**config.mk**
```make
export PLATFORM = sky130hd
export DESIGN_NAME = pdpr_top
export DESIGN_NICKNAME = d
export VERILOG_FILES = /design/src/pdpr_pkg.sv /design/src/pdpr_pad_if.sv /design/src/pdpr_pad_ctrl.sv /design/src/pdpr_top.sv
export VERILOG_INCLUDE_DIRS = /design/src
export SDC_FILE = /design/constraint.sdc
export NUM_CORES = 1
export LEC_CHECK = 0
export ABC_AREA = 1
export BUFFER_PORTS_ARGS = -buffer_cell sky130_fd_sc_hd__clkbuf_2
export CORE_MARGIN = 4
export CORE_UTILIZATION = 37
export DETAILED_ROUTE_END_ITERATION = 16
export SYNTH_ARGS = -nofsm -noshare
export SYNTH_HDL_FRONTEND = slang
export SYNTH_SLANG_ARGS = --single-unit
```
**constraint.sdc**
```tcl
create_clock -name pclk -period 1.03 [get_ports pclk]
set_input_delay 0.103 -clock pclk [delete_from_list [all_inputs] [get_ports pclk]]
set_output_delay 0.103 -clock pclk [all_outputs]
set_load 0.03 [all_outputs]
```
**src/pdpr_regs.svh**
```systemverilog
// Register indices, field masks, reset values and timing counts.
`ifndef PDPR_REGS_SVH
`define PDPR_REGS_SVH

`define PDPR_IDX_P0_PULLUP 10'h0a4
`define PDPR_IDX_P1_PULLUP 10'h0a5
`define PDPR_IDX_P2_PULLUP 10'h0a6
`define PDPR_IDX_P6_DIR 10'h0be
`define PDPR_IDX_P7_DIR 10'h0bf
`define PDPR_IDX_P6_LEVEL 10'h3e0
`define PDPR_IDX_P7_LEVEL 10'h3e1

`define PDPR_P2_PULLUP_LSB 4
`define PDPR_P2_PULLUP_MSB 7

`define PDPR_RST_DIR 8'hff
`define PDPR_RST_PULLUP 8'h00
`define PDPR_RST_P2_PULLUP 4'h0

`define PDPR_SYNC_STAGES 2

`endif

```
**src/pdpr_pkg.sv**
```systemverilog
// Types shared by the port direction and pull-up register block.
package pdpr_pkg;

  typedef logic [7:0] pdpr_byte_t;

  typedef enum logic [2:0] {
    PDPR_SEL_NONE = 3'b000,
    PDPR_SEL_P0_PU = 3'b001,
    PDPR_SEL_P1_PU = 3'b010,
    PDPR_SEL_P2_PU = 3'b011,
    PDPR_SEL_P6_DIR = 3'b100,
    PDPR_SEL_P7_DIR = 3'b101,
    PDPR_SEL_P6_LVL = 3'b110,
    PDPR_SEL_P7_LVL = 3'b111
  } pdpr_sel_t;

endpackage

```
**src/pdpr_pad_if.sv**
```systemverilog
// Signals between the register bank and one port's pad control.
`timescale 1ns/1ps
interface pdpr_pad_if #(
  parameter int PORT_W = 8
);
  logic [PORT_W-1:0] dir;
  logic [PORT_W-1:0] latch;
  logic [PORT_W-1:0] pin_in;
  logic [PORT_W-1:0] pin_out;
  logic [PORT_W-1:0] pin_oe;
  logic [PORT_W-1:0] level;

  modport ctrl (
    input dir,
    input latch,
    input pin_in,
    output pin_out,
    output pin_oe,
    output level
  );

  modport bank (
    output dir,
    output latch,
    output pin_in,
    input pin_out,
    input pin_oe,
    input level
  );
endinterface

```
**src/pdpr_pad_ctrl.sv**
```systemverilog
// Pad driver and input synchroniser for one direction-controlled port.
`timescale 1ns/1ps
`include "pdpr_regs.svh"
module pdpr_pad_ctrl
  import pdpr_pkg::*;
#(
  parameter int PORT_W = 8,
  parameter int SYNC_STAGES = `PDPR_SYNC_STAGES
) (
  input wire logic pclk,
  input wire logic presetn,
  pdpr_pad_if.ctrl pad
);

  generate
    if (PORT_W < 1 || SYNC_STAGES < 2) begin : g_bad_params
      $error("pdpr_pad_ctrl: bad PORT_W or SYNC_STAGES");
    end
  endgenerate

  logic [PORT_W-1:0] sync_q [SYNC_STAGES];
  logic [PORT_W-1:0] pin_out_q;
  logic [PORT_W-1:0] pin_oe_q;

  // A 1 in the direction bit releases the pad; a 0 drives the latch value.
  always_ff @(posedge pclk or negedge presetn) begin
    if (!presetn) begin
      pin_out_q <= '0;
      pin_oe_q <= '0;
    end else begin
      pin_out_q <= pad.latch;
      pin_oe_q <= ~pad.dir;
    end
  end

  // Each stage but the last is read only by the next stage; the last drives pad.level.
  always_ff @(posedge pclk or negedge presetn) begin
    if (!presetn) begin
      for (int i = 0; i < SYNC_STAGES; i++) begin
        sync_q[i] <= '0;
      end
    end else begin
      sync_q[0] <= pad.pin_in;
      for (int i = 1; i < SYNC_STAGES; i++) begin
        sync_q[i] <= sync_q[i-1];
      end
    end
  end

  assign pad.pin_out = pin_out_q;
  assign pad.pin_oe = pin_oe_q;
  assign pad.level = sync_q[SYNC_STAGES-1];
endmodule

```
**src/pdpr_top.sv**
```systemverilog
// APB register bank for port 6/7 direction, port 0/1 pull-ups and port 2 bit 7 to 4 pull-ups.
//
// Chosen here: the APB interface to the registers.
`timescale 1ns/1ps
`include "pdpr_regs.svh"
module pdpr_top
  import pdpr_pkg::*;
#(
  parameter int ADDR_W = 12,
  parameter int PORT_W = 8
) (
  input wire logic pclk,
  input wire logic presetn,
  input wire logic psel,
  input wire logic penable,
  input wire logic pwrite,
  input wire logic [ADDR_W-1:0] paddr,
  input wire logic [31:0] pwdata,
  input wire logic [3:0] pstrb,
  output logic [31:0] prdata,
  output logic pready,
  output logic pslverr,
  input wire logic [PORT_W-1:0] p6_pin_i,
  output logic [PORT_W-1:0] p6_pin_o,
  output logic [PORT_W-1:0] p6_pin_oe,
  input wire logic [PORT_W-1:0] p6_latch,
  output logic [PORT_W-1:0] p6_level,
  input wire logic [PORT_W-1:0] p7_pin_i,
  output logic [PORT_W-1:0] p7_pin_o,
  output logic [PORT_W-1:0] p7_pin_oe,
  input wire logic [PORT_W-1:0] p7_latch,
  output logic [PORT_W-1:0] p7_level,
  output logic [7:0] p0_pullup_en,
  output logic [7:0] p1_pullup_en,
  output logic [3:0] p2_hi_pullup_en
);

  generate
    if (ADDR_W < 12 || PORT_W != 8) begin : g_bad_params
      $error("pdpr_top: ADDR_W must be 12 or more and PORT_W 8");
    end
  endgenerate

  localparam int NPORT = 2;

  // Register state.
  pdpr_byte_t port6_direction_q;
  pdpr_byte_t port6_direction_d;
  pdpr_byte_t port7_direction_q;
  pdpr_byte_t port7_direction_d;
  pdpr_byte_t port0_pullup_enable_q;
  pdpr_byte_t port0_pullup_enable_d;
  pdpr_byte_t port1_pullup_enable_q;
  pdpr_byte_t port1_pullup_enable_d;
  logic [3:0] port2_pullup_enable_q;
  logic [3:0] port2_pullup_enable_d;
  logic [31:0] prdata_q;
  logic [31:0] prdata_d;
  logic pslverr_q;
  logic pslverr_d;

  // Address decode.
  wire [9:0] word_idx = paddr[11:2];
  wire aligned = (paddr[1:0] == 2'b00);
  wire upper_zero;
  pdpr_sel_t sel;

  generate
    if (ADDR_W > 12) begin : g_upper
      assign upper_zero = (paddr[ADDR_W-1:12] == '0);
    end else begin : g_no_upper
      assign upper_zero = 1'b1;
    end
  endgenerate

  wire addr_ok = aligned && upper_zero;

  assign sel = !addr_ok ? PDPR_SEL_NONE :
    (word_idx == `PDPR_IDX_P0_PULLUP) ? PDPR_SEL_P0_PU :
    (word_idx == `PDPR_IDX_P1_PULLUP) ? PDPR_SEL_P1_PU :
    (word_idx == `PDPR_IDX_P2_PULLUP) ? PDPR_SEL_P2_PU :
    (word_idx == `PDPR_IDX_P6_DIR) ? PDPR_SEL_P6_DIR :
    (word_idx == `PDPR_IDX_P7_DIR) ? PDPR_SEL_P7_DIR :
    (word_idx == `PDPR_IDX_P6_LEVEL) ? PDPR_SEL_P6_LVL :
    (word_idx == `PDPR_IDX_P7_LEVEL) ? PDPR_SEL_P7_LVL :
    PDPR_SEL_NONE;

  wire is_mapped = (sel != PDPR_SEL_NONE);
  wire is_read_only = (sel == PDPR_SEL_P6_LVL) || (sel == PDPR_SEL_P7_LVL);
  wire bad_access = !is_mapped || (pwrite && is_read_only);

  // The slave answers with no wait states.
  assign pready = 1'b1;

  wire setup_ph = psel && !penable;
  wire access_ph = psel && penable && pready;
  // A write counts only when the low byte lane is strobed.
  wire byte_wr = access_ph && pwrite && pstrb[0];
  wire wr_p0 = byte_wr && (sel == PDPR_SEL_P0_PU);
  wire wr_p1 = byte_wr && (sel == PDPR_SEL_P1_PU);
  wire wr_p2 = byte_wr && (sel == PDPR_SEL_P2_PU);
  wire wr_p6 = byte_wr && (sel == PDPR_SEL_P6_DIR);
  wire wr_p7 = byte_wr && (sel == PDPR_SEL_P7_DIR);

  assign port0_pullup_enable_d =
    wr_p0 ? pwdata[7:0] : port0_pullup_enable_q;
  assign port1_pullup_enable_d =
    wr_p1 ? pwdata[7:0] : port1_pullup_enable_q;
  // Bits 3 to 0 of the written byte are dropped here.
  assign port2_pullup_enable_d = wr_p2 ?
    pwdata[`PDPR_P2_PULLUP_MSB:`PDPR_P2_PULLUP_LSB] :
    port2_pullup_enable_q;
  assign port6_direction_d =
    wr_p6 ? pwdata[7:0] : port6_direction_q;
  assign port7_direction_d =
    wr_p7 ? pwdata[7:0] : port7_direction_q;

  always_ff @(posedge pclk or negedge presetn) begin
    if (!presetn) begin
      port0_pullup_enable_q <= `PDPR_RST_PULLUP;
      port1_pullup_enable_q <= `PDPR_RST_PULLUP;
      port2_pullup_enable_q <= `PDPR_RST_P2_PULLUP;
      port6_direction_q <= `PDPR_RST_DIR;
      port7_direction_q <= `PDPR_RST_DIR;
    end else begin
      port0_pullup_enable_q <= port0_pullup_enable_d;
      port1_pullup_enable_q <= port1_pullup_enable_d;
      port2_pullup_enable_q <= port2_pullup_enable_d;
      port6_direction_q <= port6_direction_d;
      port7_direction_q <= port7_direction_d;
    end
  end

  // Read data and the error flag are captured in the setup cycle.
  pdpr_byte_t rd_byte;
  pdpr_byte_t p2_read;

  assign p2_read = {port2_pullup_enable_q, 4'h0};

  always_comb begin
    rd_byte = 8'h00;
    case (sel)
      PDPR_SEL_P0_PU: rd_byte = port0_pullup_enable_q;
      PDPR_SEL_P1_PU: rd_byte = port1_pullup_enable_q;
      PDPR_SEL_P2_PU: rd_byte = p2_read;
      PDPR_SEL_P6_DIR: rd_byte = port6_direction_q;
      PDPR_SEL_P7_DIR: rd_byte = port7_direction_q;
      PDPR_SEL_P6_LVL: rd_byte = p6_level;
      PDPR_SEL_P7_LVL: rd_byte = p7_level;
      default: rd_byte = 8'h00;
    endcase
  end

  assign prdata_d = setup_ph ?
    ((!pwrite && !bad_access) ? {24'h000000, rd_byte} : 32'h00000000) :
    prdata_q;
  assign pslverr_d = setup_ph ? bad_access : pslverr_q;

  always_ff @(posedge pclk or negedge presetn) begin
    if (!presetn) begin
      prdata_q <= 32'h00000000;
      pslverr_q <= 1'b0;
    end else begin
      prdata_q <= prdata_d;
      pslverr_q <= pslverr_d;
    end
  end

  assign prdata = prdata_q;
  assign pslverr = pslverr_q;

  assign p0_pullup_en = port0_pullup_enable_q;
  assign p1_pullup_en = port1_pullup_enable_q;
  assign p2_hi_pullup_en = port2_pullup_enable_q;

  // Per-port pad control for the two direction-controlled ports.
  logic [PORT_W-1:0] dir_a [NPORT];
  logic [PORT_W-1:0] latch_a [NPORT];
  logic [PORT_W-1:0] pin_in_a [NPORT];
  logic [PORT_W-1:0] pin_out_a [NPORT];
  logic [PORT_W-1:0] pin_oe_a [NPORT];
  logic [PORT_W-1:0] level_a [NPORT];

  assign dir_a[0] = port6_direction_q;
  assign dir_a[1] = port7_direction_q;
  assign latch_a[0] = p6_latch;
  assign latch_a[1] = p7_latch;
  assign pin_in_a[0] = p6_pin_i;
  assign pin_in_a[1] = p7_pin_i;

  generate
    for (genvar g = 0; g < NPORT; g++) begin : g_port
      pdpr_pad_if #(.PORT_W(PORT_W)) pad ();

      assign pad.dir = dir_a[g];
      assign pad.latch = latch_a[g];
      assign pad.pin_in = pin_in_a[g];
      assign pin_out_a[g] = pad.pin_out;
      assign pin_oe_a[g] = pad.pin_oe;
      assign level_a[g] = pad.level;

      pdpr_pad_ctrl #(
        .PORT_W(PORT_W),
        .SYNC_STAGES(`PDPR_SYNC_STAGES)
      ) u_pad (
        .pclk(pclk),
        .presetn(presetn),
        .pad(pad)
      );
    end
  endgenerate

  assign p6_pin_o = pin_out_a[0];
  assign p6_pin_oe = pin_oe_a[0];
  assign p6_level = level_a[0];
  assign p7_pin_o = pin_out_a[1];
  assign p7_pin_oe = pin_oe_a[1];
  assign p7_level = level_a[1];
endmodule

```
# Word level (Yosys, flattened, before mapping)
# Index checks and enable logic that the tools add are counted.
[word_totals]
ff_bits = 133
input_bits = 85
out_inout_bits = 102
elab_cells = 60
[op_classes]
bitwise = 2
muxes = 10
eq_ne = 14
reduce_logical = 19
[ops]
columns = ["cell", "n"]
rows = [
  ["8-bit one-hot mux with 7 select lines", 1],
  ["10-bit by 8-bit equality test with 1-bit output, second input constant", 5],
  ["3-bit 2-to-1 mux", 8],
  ["10-bit equality test, second input constant", 2],
  ["8-bit NOT", 2],
  ["3-bit equality test, second input constant", 4],
  ["1-bit logical AND", 11],
  ["8-bit 2-to-1 mux", 1],
  ["3-bit by 2-bit equality test with 1-bit output, second input constant", 2],
  ["1-bit logical NOT", 4],
  ["3-bit by 1-bit equality test with 1-bit output, second input constant", 1],
  ["3-bit nonzero test", 1],
  ["2-bit logical NOT", 1],
  ["1-bit logical OR", 2],
]

# Depth between registers and ports, before layout
# Gate-level depths: netlist of run 1.
[depth]
word_depth = 16
depth_mapped = 15
depth_no_buf = 14

# Modules after synthesis
# A second synthesis of run 1 with hierarchy kept.
[unflattened]
cells_unflattened = 485
hier_area_um2 = 4730.8
[modules_own_cells]
columns = ["module", "instances", "cells_per_inst", "seq_area_each_um2", "area_each_um2"]
rows = [
  ["pdpr_top", 1, 389, 1146.1, 2949.1],
  ["pdpr_pad_ctrl", 2, 48, 800.8, 890.9],
]

# Worst setup path after synthesis of run 1
# OpenSTA, ideal clock, no wires.
[synth_timing]
path_kind = "input -> register"
start = "in paddr[5]"
end = "reg port0_pullup_enable_q[5], in the netlist p0_pullup_en[5]"
arrival_time_ns = 1.312
setup_time_ns = 0.122
path_stages = 13
path_slack_ns = -0.404
path_cell_list = "inv_1 nand3_1 nor2_2 nand2_2 nand2_2 inv_2 nand2_4 nand4_2 inv_2 nand2_4 buf_6 nand2_1 o21ai_2"
[synth_via]
elab_chain_cells = 11
elab_cells_between_ends = 17
[synth_lines]
columns = ["element", "line_no", "rtl"]
rows = [
  ["start, declared", "pdpr_top.sv:17", "input wire logic [ADDR_W-1:0] paddr,"],
  ["10-bit equality test (no source line)", "-", ""],
  ["3-bit 2-to-1 mux", "pdpr_top.sv:85", "(word_idx == `PDPR_IDX_P7_LEVEL) ? PDPR_SEL_P7_LVL :"],
  ["3-bit 2-to-1 mux", "pdpr_top.sv:84", "(word_idx == `PDPR_IDX_P6_LEVEL) ? PDPR_SEL_P6_LVL :"],
  ["3-bit 2-to-1 mux", "pdpr_top.sv:83", "(word_idx == `PDPR_IDX_P7_DIR) ? PDPR_SEL_P7_DIR :"],
  ["3-bit 2-to-1 mux", "pdpr_top.sv:82", "(word_idx == `PDPR_IDX_P6_DIR) ? PDPR_SEL_P6_DIR :"],
  ["3-bit 2-to-1 mux", "pdpr_top.sv:81", "(word_idx == `PDPR_IDX_P2_PULLUP) ? PDPR_SEL_P2_PU :"],
  ["3-bit 2-to-1 mux", "pdpr_top.sv:80", "(word_idx == `PDPR_IDX_P1_PULLUP) ? PDPR_SEL_P1_PU :"],
  ["3-bit 2-to-1 mux *", "pdpr_top.sv:79", "(word_idx == `PDPR_IDX_P0_PULLUP) ? PDPR_SEL_P0_PU :"],
  ["3-bit 2-to-1 mux *", "pdpr_top.sv:78", "assign sel = !addr_ok ? PDPR_SEL_NONE :"],
  ["3-bit by 1-bit equality test with 1-bit output *", "pdpr_top.sv:99", "wire wr_p0 = byte_wr && (sel == PDPR_SEL_P0_PU);"],
  ["1-bit logical AND *", "pdpr_top.sv:99", ""],
  ["end signal, assigned", "pdpr_top.sv:120", "port0_pullup_enable_q <= `PDPR_RST_PULLUP;"],
  ["end signal, assigned", "pdpr_top.sv:126", "port0_pullup_enable_q <= port0_pullup_enable_d;"],
  ["end, declared", "pdpr_top.sv:51", "pdpr_byte_t port0_pullup_enable_q;"],
]
# Mark *: on every way between the ends. The rest lies on a longest branch, timed or not.
# A chain may end at the register's enable or synchronous reset.

# Worst setup path after layout of run 1
[layout_timing]
start = "in paddr[8]"
end = "reg prdata_q[6], in the netlist prdata[6]"
[layout_via]
elab_chain_cells = 16
elab_cells_between_ends = 31
[layout_lines]
columns = ["element", "line_no", "rtl"]
rows = [
  ["10-bit equality test (no source line)", "-", ""],
  ["3-bit 2-to-1 mux", "pdpr_top.sv:85", ""],
  ["3-bit 2-to-1 mux", "pdpr_top.sv:84", ""],
  ["3-bit 2-to-1 mux", "pdpr_top.sv:83", ""],
  ["3-bit 2-to-1 mux", "pdpr_top.sv:82", ""],
  ["3-bit 2-to-1 mux", "pdpr_top.sv:81", ""],
  ["3-bit 2-to-1 mux", "pdpr_top.sv:80", ""],
  ["3-bit 2-to-1 mux *", "pdpr_top.sv:79", ""],
  ["3-bit 2-to-1 mux *", "pdpr_top.sv:78", ""],
  ["3-bit equality test", "pdpr_top.sv:89, pdpr_top.sv:142", ""],
  ["1-bit logical OR", "pdpr_top.sv:89", "wire is_read_only = (sel == PDPR_SEL_P6_LVL) || (sel == PDPR_SEL_P7_LVL);"],
  ["1-bit logical AND", "pdpr_top.sv:90", "wire bad_access = !is_mapped || (pwrite && is_read_only);"],
  ["1-bit logical OR", "pdpr_top.sv:90", ""],
  ["1-bit logical NOT", "pdpr_top.sv:155", "((!pwrite && !bad_access) ? {24'h000000, rd_byte} : 32'h00000000) :"],
  ["1-bit logical AND", "pdpr_top.sv:155", ""],
  ["8-bit 2-to-1 mux *", "pdpr_top.sv:155", ""],
  ["end signal, assigned", "pdpr_top.sv:164", "prdata_q <= prdata_d;"],
  ["end, declared", "pdpr_top.sv:57", "logic [31:0] prdata_q;"],
]
# Marked as above.

==> impl_metrics.env, run 1 <==
export IMPL_critPathCaptureType="flip-flop"
export IMPL_htree_num_levels=3
export IMPL_num_fill_cells=1020
export IMPL_cts_tree="done"
export IMPL_areaGrowthSynthToFinish_pct=59.1
export IMPL_ir_worst_vdd_mv=1.35
export IMPL_cpMaxStageDelayCell="nor2_4"
export IMPL_synth_top_area_share_pct=49.4
export IMPL_maxCapViolations=0
export IMPL_critPathMostFrequentCell="nand3_4"
export IMPL_ioPinCount=187
export IMPL_diodes=0
export IMPL_cp_data_arrival_time_ns=1.57
export IMPL_violations="negative setup slack"
export IMPL_dp_cells=803
export IMPL_clk_insertion_delay_late_ns=0.34
export IMPL_layout_commonest_cell="dfrtp_1"
export IMPL_ff_latch_area_mm2=0.00275
export IMPL_grt_max_degree=37
export IMPL_hpwl_um=9120
export IMPL_multi_input_area_mm2=0.00178
export IMPL_yosys_area_top_type="dfrtp_1"
export IMPL_cts_sinks=109
export IMPL_start_util_pct=38.5
export IMPL_layout_drive_gt1_share_pct=48.5
export IMPL_hold_class="primary input to flip-flop"
export IMPL_ys_types=28
export IMPL_crit_chain="clkbuf_16, inv_12, nand3_4, nor2_4, nand3_4, nand3_4, nand2_4, buf_12, nand4_4, buf_6, nor2_4, nor2_1, nand3_1, nand2_1, nand2_1"
export IMPL_finalWeightedCongestion=0.872
export IMPL_final_cell_mix="dfrtp_1 (93), nand2_1 (83), clkbuf_2 (82), buf_4 (50), inv_1 (40)"
export IMPL_syn_area_mm2=0.00471
export IMPL_report_power_total_mw=8.98
export IMPL_vias_per_cell=4.45
export IMPL_grt_total_usage_pct=17.4
export IMPL_wl_per_cell_um=13.9
export IMPL_setup_violations=63
export IMPL_antenna_found_initial=0
export IMPL_detail_route_first_pass_iterations=4
export IMPL_synth_xor_area_share_pct=0
export IMPL_chipWidth_um=121
export IMPL_portBuffers=134
export IMPL_ys_ff_latch=109
export IMPL_synth_compound_area_share_pct=6.06
export IMPL_max_freq_mhz=748
export IMPL_pwr_density_cell_mw_per_mm2=1200
export IMPL_crit_fanout=5
export IMPL_max_clock_path_buffers=2
export IMPL_synth_fa_ha_area_share_pct=0
export IMPL_finalMaxSlewViolations=0
export IMPL_instances_no_fill=882
export IMPL_worst_setup_path_type="primary input to flip-flop"
export IMPL_dr_first_iter_drc_count=281
export IMPL_vias=3922
export IMPL_syn_inst=483
export IMPL_finalSetupTns_ns=-10.20
export IMPL_crit_required_ns=1.27
export IMPL_drcViolationCount=0
export IMPL_hold_viol_final=0
export IMPL_post_route_period_util_pct=130
export IMPL_cp_slowest_stage_delay_ns=0.19
export IMPL_status="finished with violations"
export IMPL_ys_seq_area_share_pct=58.4
export IMPL_synth_top_family_by_area="simple AND/OR/NAND/NOR gates"
export IMPL_place_ws_ns=-0.824
export IMPL_row_count=40
export IMPL_crit_path_start_kind="primary input"
export IMPL_leakagePower_nw=3.55
export IMPL_grt_pass1_wl_um=20100
export IMPL_whs_ns=0.0995
export IMPL_cts_clk_slew_worst_paths_ns=0.07
export IMPL_fp_coreArea_mm2=0.0122
export IMPL_synthTopCellsByArea="dfrtp_1 (49%), dfstp_2 (8.9%), nand2_1 (8.4%), buf_4 (6.9%), o21ai_2 (4.3%)"
export IMPL_skew_ns=0.00765
export IMPL_clock_root_buffer="clkbuf_16"
export IMPL_synthSimpleGateAreaFrac_pct=23.0
export IMPL_numCtsBuffers=9
export IMPL_synth_avg_cell_area_um2=9.75
export IMPL_die_area_mm2=0.0146
export IMPL_yosysWarnings=0
export IMPL_routed_wl_um=12300
export IMPL_grt_overflow=0
export IMPL_rsz0062_at_grt="yes"
export IMPL_min_period_ns=1.34
export IMPL_final_antenna_net_count=0
export IMPL_finalNetCount=794
export IMPL_setup_ws_ns=-0.307
export IMPL_grt_pass1_vias=3973
export IMPL_synth_mux_area_share_pct=0
export IMPL_fp_dieH_um=121
## critical path, delay by kind of cell
family	cells	cell delay, ns
and+or+nand+nor	11	1.01
buffers and inverters	4	0.47
## final timing paths
path                                      startpoint                           end  slack [ns]  cells after the start
hold / removal                             pwdata[2]          g_port[0].pad.dir[2]         0.1                      3
setup / recovery                            paddr[8]                     prdata[6]       -0.31                     15
hold reg to reg            g_port[1].u_pad.sync_q[9]  g_port[1].u_pad.pad.level[1]        0.35                      0
max in group asynchronous                    presetn          g_port[1].pad.dir[3]        0.35                      3
setup reg to reg                     p1_pullup_en[6]                     prdata[6]       -0.10                      7
min in group asynchronous                    presetn  g_port[1].u_pad.pad.level[6]        0.16                      2
## per-layer routing
layer | global-route usage (%) | routed length (um)
met3 | 5.57 | 1020
met5 | 0 | 0
met4 | 3.82 | 190
met1 | 22.3 | 5170
met2 | 29.0 | 5880
## cell type report
| type | instances | area share (%) |
|---|---|---|
| Sequential cell | 109 | 36.7 |
| Inverter | 54 | 3.39 |
| Multi-Input combinational cell | 294 | 23.7 |
| Clock buffer | 10 | 3.19 |
| Clock inverter | 6 | 0.919 |
| Tap cell | 168 | 2.81 |
| Timing Repair Buffer | 241 | 29.3 |
## sequential cells by signal, summed over array words and instances, names as in the netlist
register                  flops
p2_hi_pullup_en               4
g_port.u_pad.pad.pin_out     16
g_port.u_pad.pad.pin_oe      16
pslverr                       1
p0_pullup_en                  8
p1_pullup_en                  8
g_port.pad.dir               16
g_port.u_pad.sync_q          16
prdata                        8
g_port.u_pad.pad.level       16
## logic make-up after synthesis
family | after synthesis
simple gates | 229
flops | 109
other cells | 2
buf+inv | 104
compound gates | 39
## cell usage after synthesis
library cell  count
nor2_1           50
conb_1            2
inv_1            49
o21ai_0           4
nand2_4           3
buf_6             4
a21oi_1           1
nand4_2           2
nand4_1          17
nor2_4            4
o21a_1            1
nand4_4           1
o21ai_1           9
buf_2             2
nand2_2           3
nand3_1          36
buf_4            43
a31oi_1           1
nand3_2           3
nand2_1         105
dfrtp_1          93
o21ai_2          23
nor2_2            3
inv_2             5
buf_1             1
nor3_1            1
dfstp_2          16
nor3_4            1
## power breakdown
part	internal [mW]	switching [mW]
logic	0.416	0.621
clock network	1.97	1.54
registers	4.38	0.0496
## stage by stage
step	instance area (um^2)	util, %
after floorplan	5000	-
after global placement	5900	48.4
after detailed placement	5900	48.4
after CTS	7290	59.7
after global routing	7490	61.3
final	7490	61.3
## repair_timing
item / 4_1_cts / 5_1_grt
hold buffers: 33 / 0
gates cloned: 1 / 0
resized for setup: 133 / 73
setup buffers: 22 / 7
setup endpoints to repair: 88 / 87
endpoints found under the hold margin: 125 / 0
pin swaps: 19 / 7
(Power assumes the default switching activity.)
==> run 2: changes to the inputs <==
--- a/config.mk
+++ b/config.mk
@@ -13,4 +13,5 @@
 export DETAILED_ROUTE_END_ITERATION = 16
 export SYNTH_ARGS = -nofsm -noshare
 export SYNTH_HDL_FRONTEND = slang
+export SYNTH_HIERARCHICAL = 1
 export SYNTH_SLANG_ARGS = --single-unit
==> run 2 against run 1 <==
Net effect:
- synthesized cell count grew 0.41%
- clock skew fell by 0.00070 ns
- fmax up 6.4%
- setup slack better by 0.081 ns
- the run still ends with negative setup slack left
- largest cell class unchanged
- register-to-register slack better by 0.08 ns
- power fell by 0.72%
- highest routed layer unchanged
- synthesized area is 0.51% higher
- clock power hardly changed
- sequential power barely moved
- worst hold slack worse by 0.040 ns
==> impl_metrics.env, run 2 <==
export IMPL_status="finished with violations"
export IMPL_violations="negative setup slack"
export IMPL_finalMaxSlewViolations=0
export IMPL_ioPinCount=187
export IMPL_chipWidth_um=121
export IMPL_vias_per_cell=4.35
export IMPL_syn_inst=485
export IMPL_worstHoldPathCells=3
export IMPL_synth_fa_ha_area_share_pct=0
export IMPL_final_antenna_net_count=0
export IMPL_cp_slowest_stage_delay_ns=0.20
export IMPL_dr_first_iter_drc_count=236
export IMPL_synth_edf_count=0
export IMPL_worst_setup_path_type="primary input to flip-flop"
export IMPL_report_power_total_mw=8.92
export IMPL_setup_violations=58
export IMPL_ys_ff_latch=109
export IMPL_swShare_pct=24.4
export IMPL_dp_cells=796
export IMPL_row_count=41
export IMPL_post_route_period_util_pct=122
export IMPL_min_period_ns=1.26
export IMPL_grt_total_usage_pct=17.7
export IMPL_r2r_cells=7
export IMPL_synth_xor_area_share_pct=0
export IMPL_htree_num_levels=3
export IMPL_clock_root_buffer="clkbuf_16"
export IMPL_crit_fanout=8
export IMPL_syn_area_mm2=0.00473
export IMPL_synthSimpleGateAreaFrac_pct=22.6
export IMPL_fp_dieH_um=121
export IMPL_wl_per_cell_um=14.1
export IMPL_pwr_share_clk_pct=39.2
export IMPL_synth_compound_area_share_pct=5.05
export IMPL_ys_seq_area_share_pct=58.1
export IMPL_ys_types=29
export IMPL_cts_sinks=109
export IMPL_hpwl_um=8380
export IMPL_wl_met2_um=6390
export IMPL_synth_top_area_share_pct=49.2
export IMPL_yosysWarnings=6
export IMPL_layout_drive_gt1_share_pct=46.7
export IMPL_synth_top_family_by_area="simple AND/OR/NAND/NOR gates"
export IMPL_whs_ns=0.0597
export IMPL_grt_pass1_wl_um=20500
export IMPL_yosysMostFrequentCell="nand2_1"
export IMPL_leakagePower_nw=3.52
export IMPL_antenna_found_initial=0
export IMPL_pwr_share_seq_pct=49.8
export IMPL_detail_route_first_pass_iterations=4
export IMPL_hold_class="primary input to flip-flop"
export IMPL_p_int_mw=6.74
export IMPL_synth_ff_type="dfrtp_1"
export IMPL_crit_chain="clkbuf_8, nor2_4, nand2_2, nor2_4, nand2_4, nand4_4, buf_12, nand2_8, nand3_2, nand2_2, nor2_2, nand3_1, nand2_1, nand2_1"
export IMPL_instances_no_fill=887
export IMPL_skew_ns=0.00694
export IMPL_setup_ws_ns=-0.226
export IMPL_top_layer_used="met4"
export IMPL_switchingPower_mw=2.18
export IMPL_layout_commonest_cell="dfrtp_1"
export IMPL_cts_tree="done"
export IMPL_drcViolationCount=0
export IMPL_route_met3_wl_um=824
export IMPL_pwr_density_cell_mw_per_mm2=1190
export IMPL_grt_max_degree=44
export IMPL_areaGrowthSynthToFinish_pct=58.4
export IMPL_hold_viol_final=0
export IMPL_cp_data_arrival_time_ns=1.50
export IMPL_cpMaxStageDelayCell="nand4_4"
export IMPL_yosys_area_top_type="dfrtp_1"
export IMPL_synth_mux_area_share_pct=0
export IMPL_start_util_pct=37.6
export IMPL_final_cell_mix="dfrtp_1 (93), nand2_1 (75), clkbuf_2 (75), inv_1 (65), buf_4 (52)"
export IMPL_max_clock_path_buffers=2
export IMPL_synthTopCellsByArea="dfrtp_1 (49%), dfstp_2 (8.9%), nand2_1 (7.8%), buf_4 (6.7%), inv_1 (5.5%)"
export IMPL_ir_worst_vdd_mv=1.22
export IMPL_diodes=0
export IMPL_vias=3860
export IMPL_fp_coreArea_mm2=0.0126
export IMPL_die_area_mm2=0.0147
export IMPL_cts_clk_slew_worst_paths_ns=0.07
export IMPL_finalNetCount=795
export IMPL_async_flop_share_pct=100
export IMPL_numCtsBuffers=9
export IMPL_dpl_instance_area_mm2=0.00567
export IMPL_maxCapViolations=0
export IMPL_crit_path_start_kind="primary input"
export IMPL_synth_avg_cell_area_um2=9.75
export IMPL_grt_overflow=0
export IMPL_fin_area_mm2=0.00749
export IMPL_synth_common_cells="nand2_1 (98), dfrtp_1 (93), inv_1 (69), nor2_1 (52), buf_4 (42)"
export IMPL_portBuffers=134
export IMPL_max_freq_mhz=796
export IMPL_finalWeightedCongestion=0.853
export IMPL_crit_required_ns=1.27
export IMPL_critPathCaptureType="flip-flop"
export IMPL_rsz0062_at_grt="yes"
export IMPL_drt_met1_wl_um=5120
export IMPL_comb_power_share_pct=11.0
export IMPL_routed_wl_um=12500
export IMPL_grt_pass1_vias=3942
export IMPL_clk_insertion_delay_late_ns=0.35
## run 2: changes by cell type in the layout (fill, tap and decap cells not counted), moves of 4 or more
| cell | before | now |
|---|---|---|
| buf_8 | 35 | 43 |
| buf_6 | 24 | 14 |
| clkbuf_2 | 82 | 75 |
| nand3_4 | 8 | 1 |
| o21ai_1 | 8 | 18 |
| nand3_2 | 6 | 10 |
| inv_1 | 40 | 65 |
| o21ai_2 | 25 | 16 |
| nor2_2 | 8 | 14 |
| nand4_1 | 17 | 9 |
| inv_4 | 6 | 1 |
| nand2_1 | 83 | 75 |
## run 2: kinds of logic after synthesis
family,count (synthesis)
compound gates,37
buf+inv,122
flops,109
other cells,2
simple gates,215
## run 2: per-layer routing
layer | GRT usage, % | vias up
met4 | 4.25 | 0
met3 | 5.13 | 14
li1 | - | 1901
met1 | 22.0 | 1830
met2 | 30.6 | 115
met5 | 0 | -
## run 2: worst paths after layout
kind | slack, ns | end | startpoint
worst max-delay path | -0.23 | prdata[7] | paddr[6]
worst min-delay path | 0.06 | g_port[0].pad.dir[1] | pwdata[1]
worst max register to register | -0.02 | prdata[0] | p0_pullup_en[0]
worst min register to register | 0.35 | g_port[0].u_pad/pad.level[3] | g_port[0].u_pad/sync_q[11]
max in group asynchronous | 0.27 | g_port[0].pad.dir[2] | presetn
min in group asynchronous | 0.20 | prdata[0] | presetn
## run 2: final cells by class
class                   instances  area [um^2]
well taps                     172          215
flip-flops and latches        109         2750
multi-input cells             280         1710
repair buffers                236         2200
clock inverters                 6         70.1
clock buffers                  10          239
inverters                      74          313
fillers                      1037         5070
## run 2: stage by stage
stage                     worst slack [ns]  TNS (ns)  util (%)
after floorplan                     -0.314    -11.74         -
after global placement              -0.580    -24.68      45.1
after detailed placement            -0.660    -27.24      45.1
after CTS                           -0.164     -6.10      57.2
after global routing                -0.342    -12.66      59.6
final                               -0.226     -7.98      59.6
## run 2: power by group through the flow
stage               Clock [mW]  Sequential, mW  Combinational [mW]
global route              3.73            4.45                1.06
CTS                       3.60            4.43               0.944
floorplan                    0            4.56               0.413
detailed placement           0            4.51               0.731
global placement             0            4.51               0.716
finish                    3.49            4.44               0.983
## run 2: what timing repair did
| item | 4_1_cts | 5_1_grt |
|---|---|---|
| gates resized for setup | 140 | 96 |
| buffers inserted | 27 | 11 |
| pin swaps | 26 | 26 |
| hold endpoints to repair | 90 | 0 |
| cloned | 2 | 2 |
| setup endpoints to repair | 91 | 93 |
| hold buffers | 33 | 0 |
## run 2: critical path, delay by kind of cell
kind | cells | cell delay, ns
simple gates | 12 | 1.13
buf+inv | 2 | 0.26
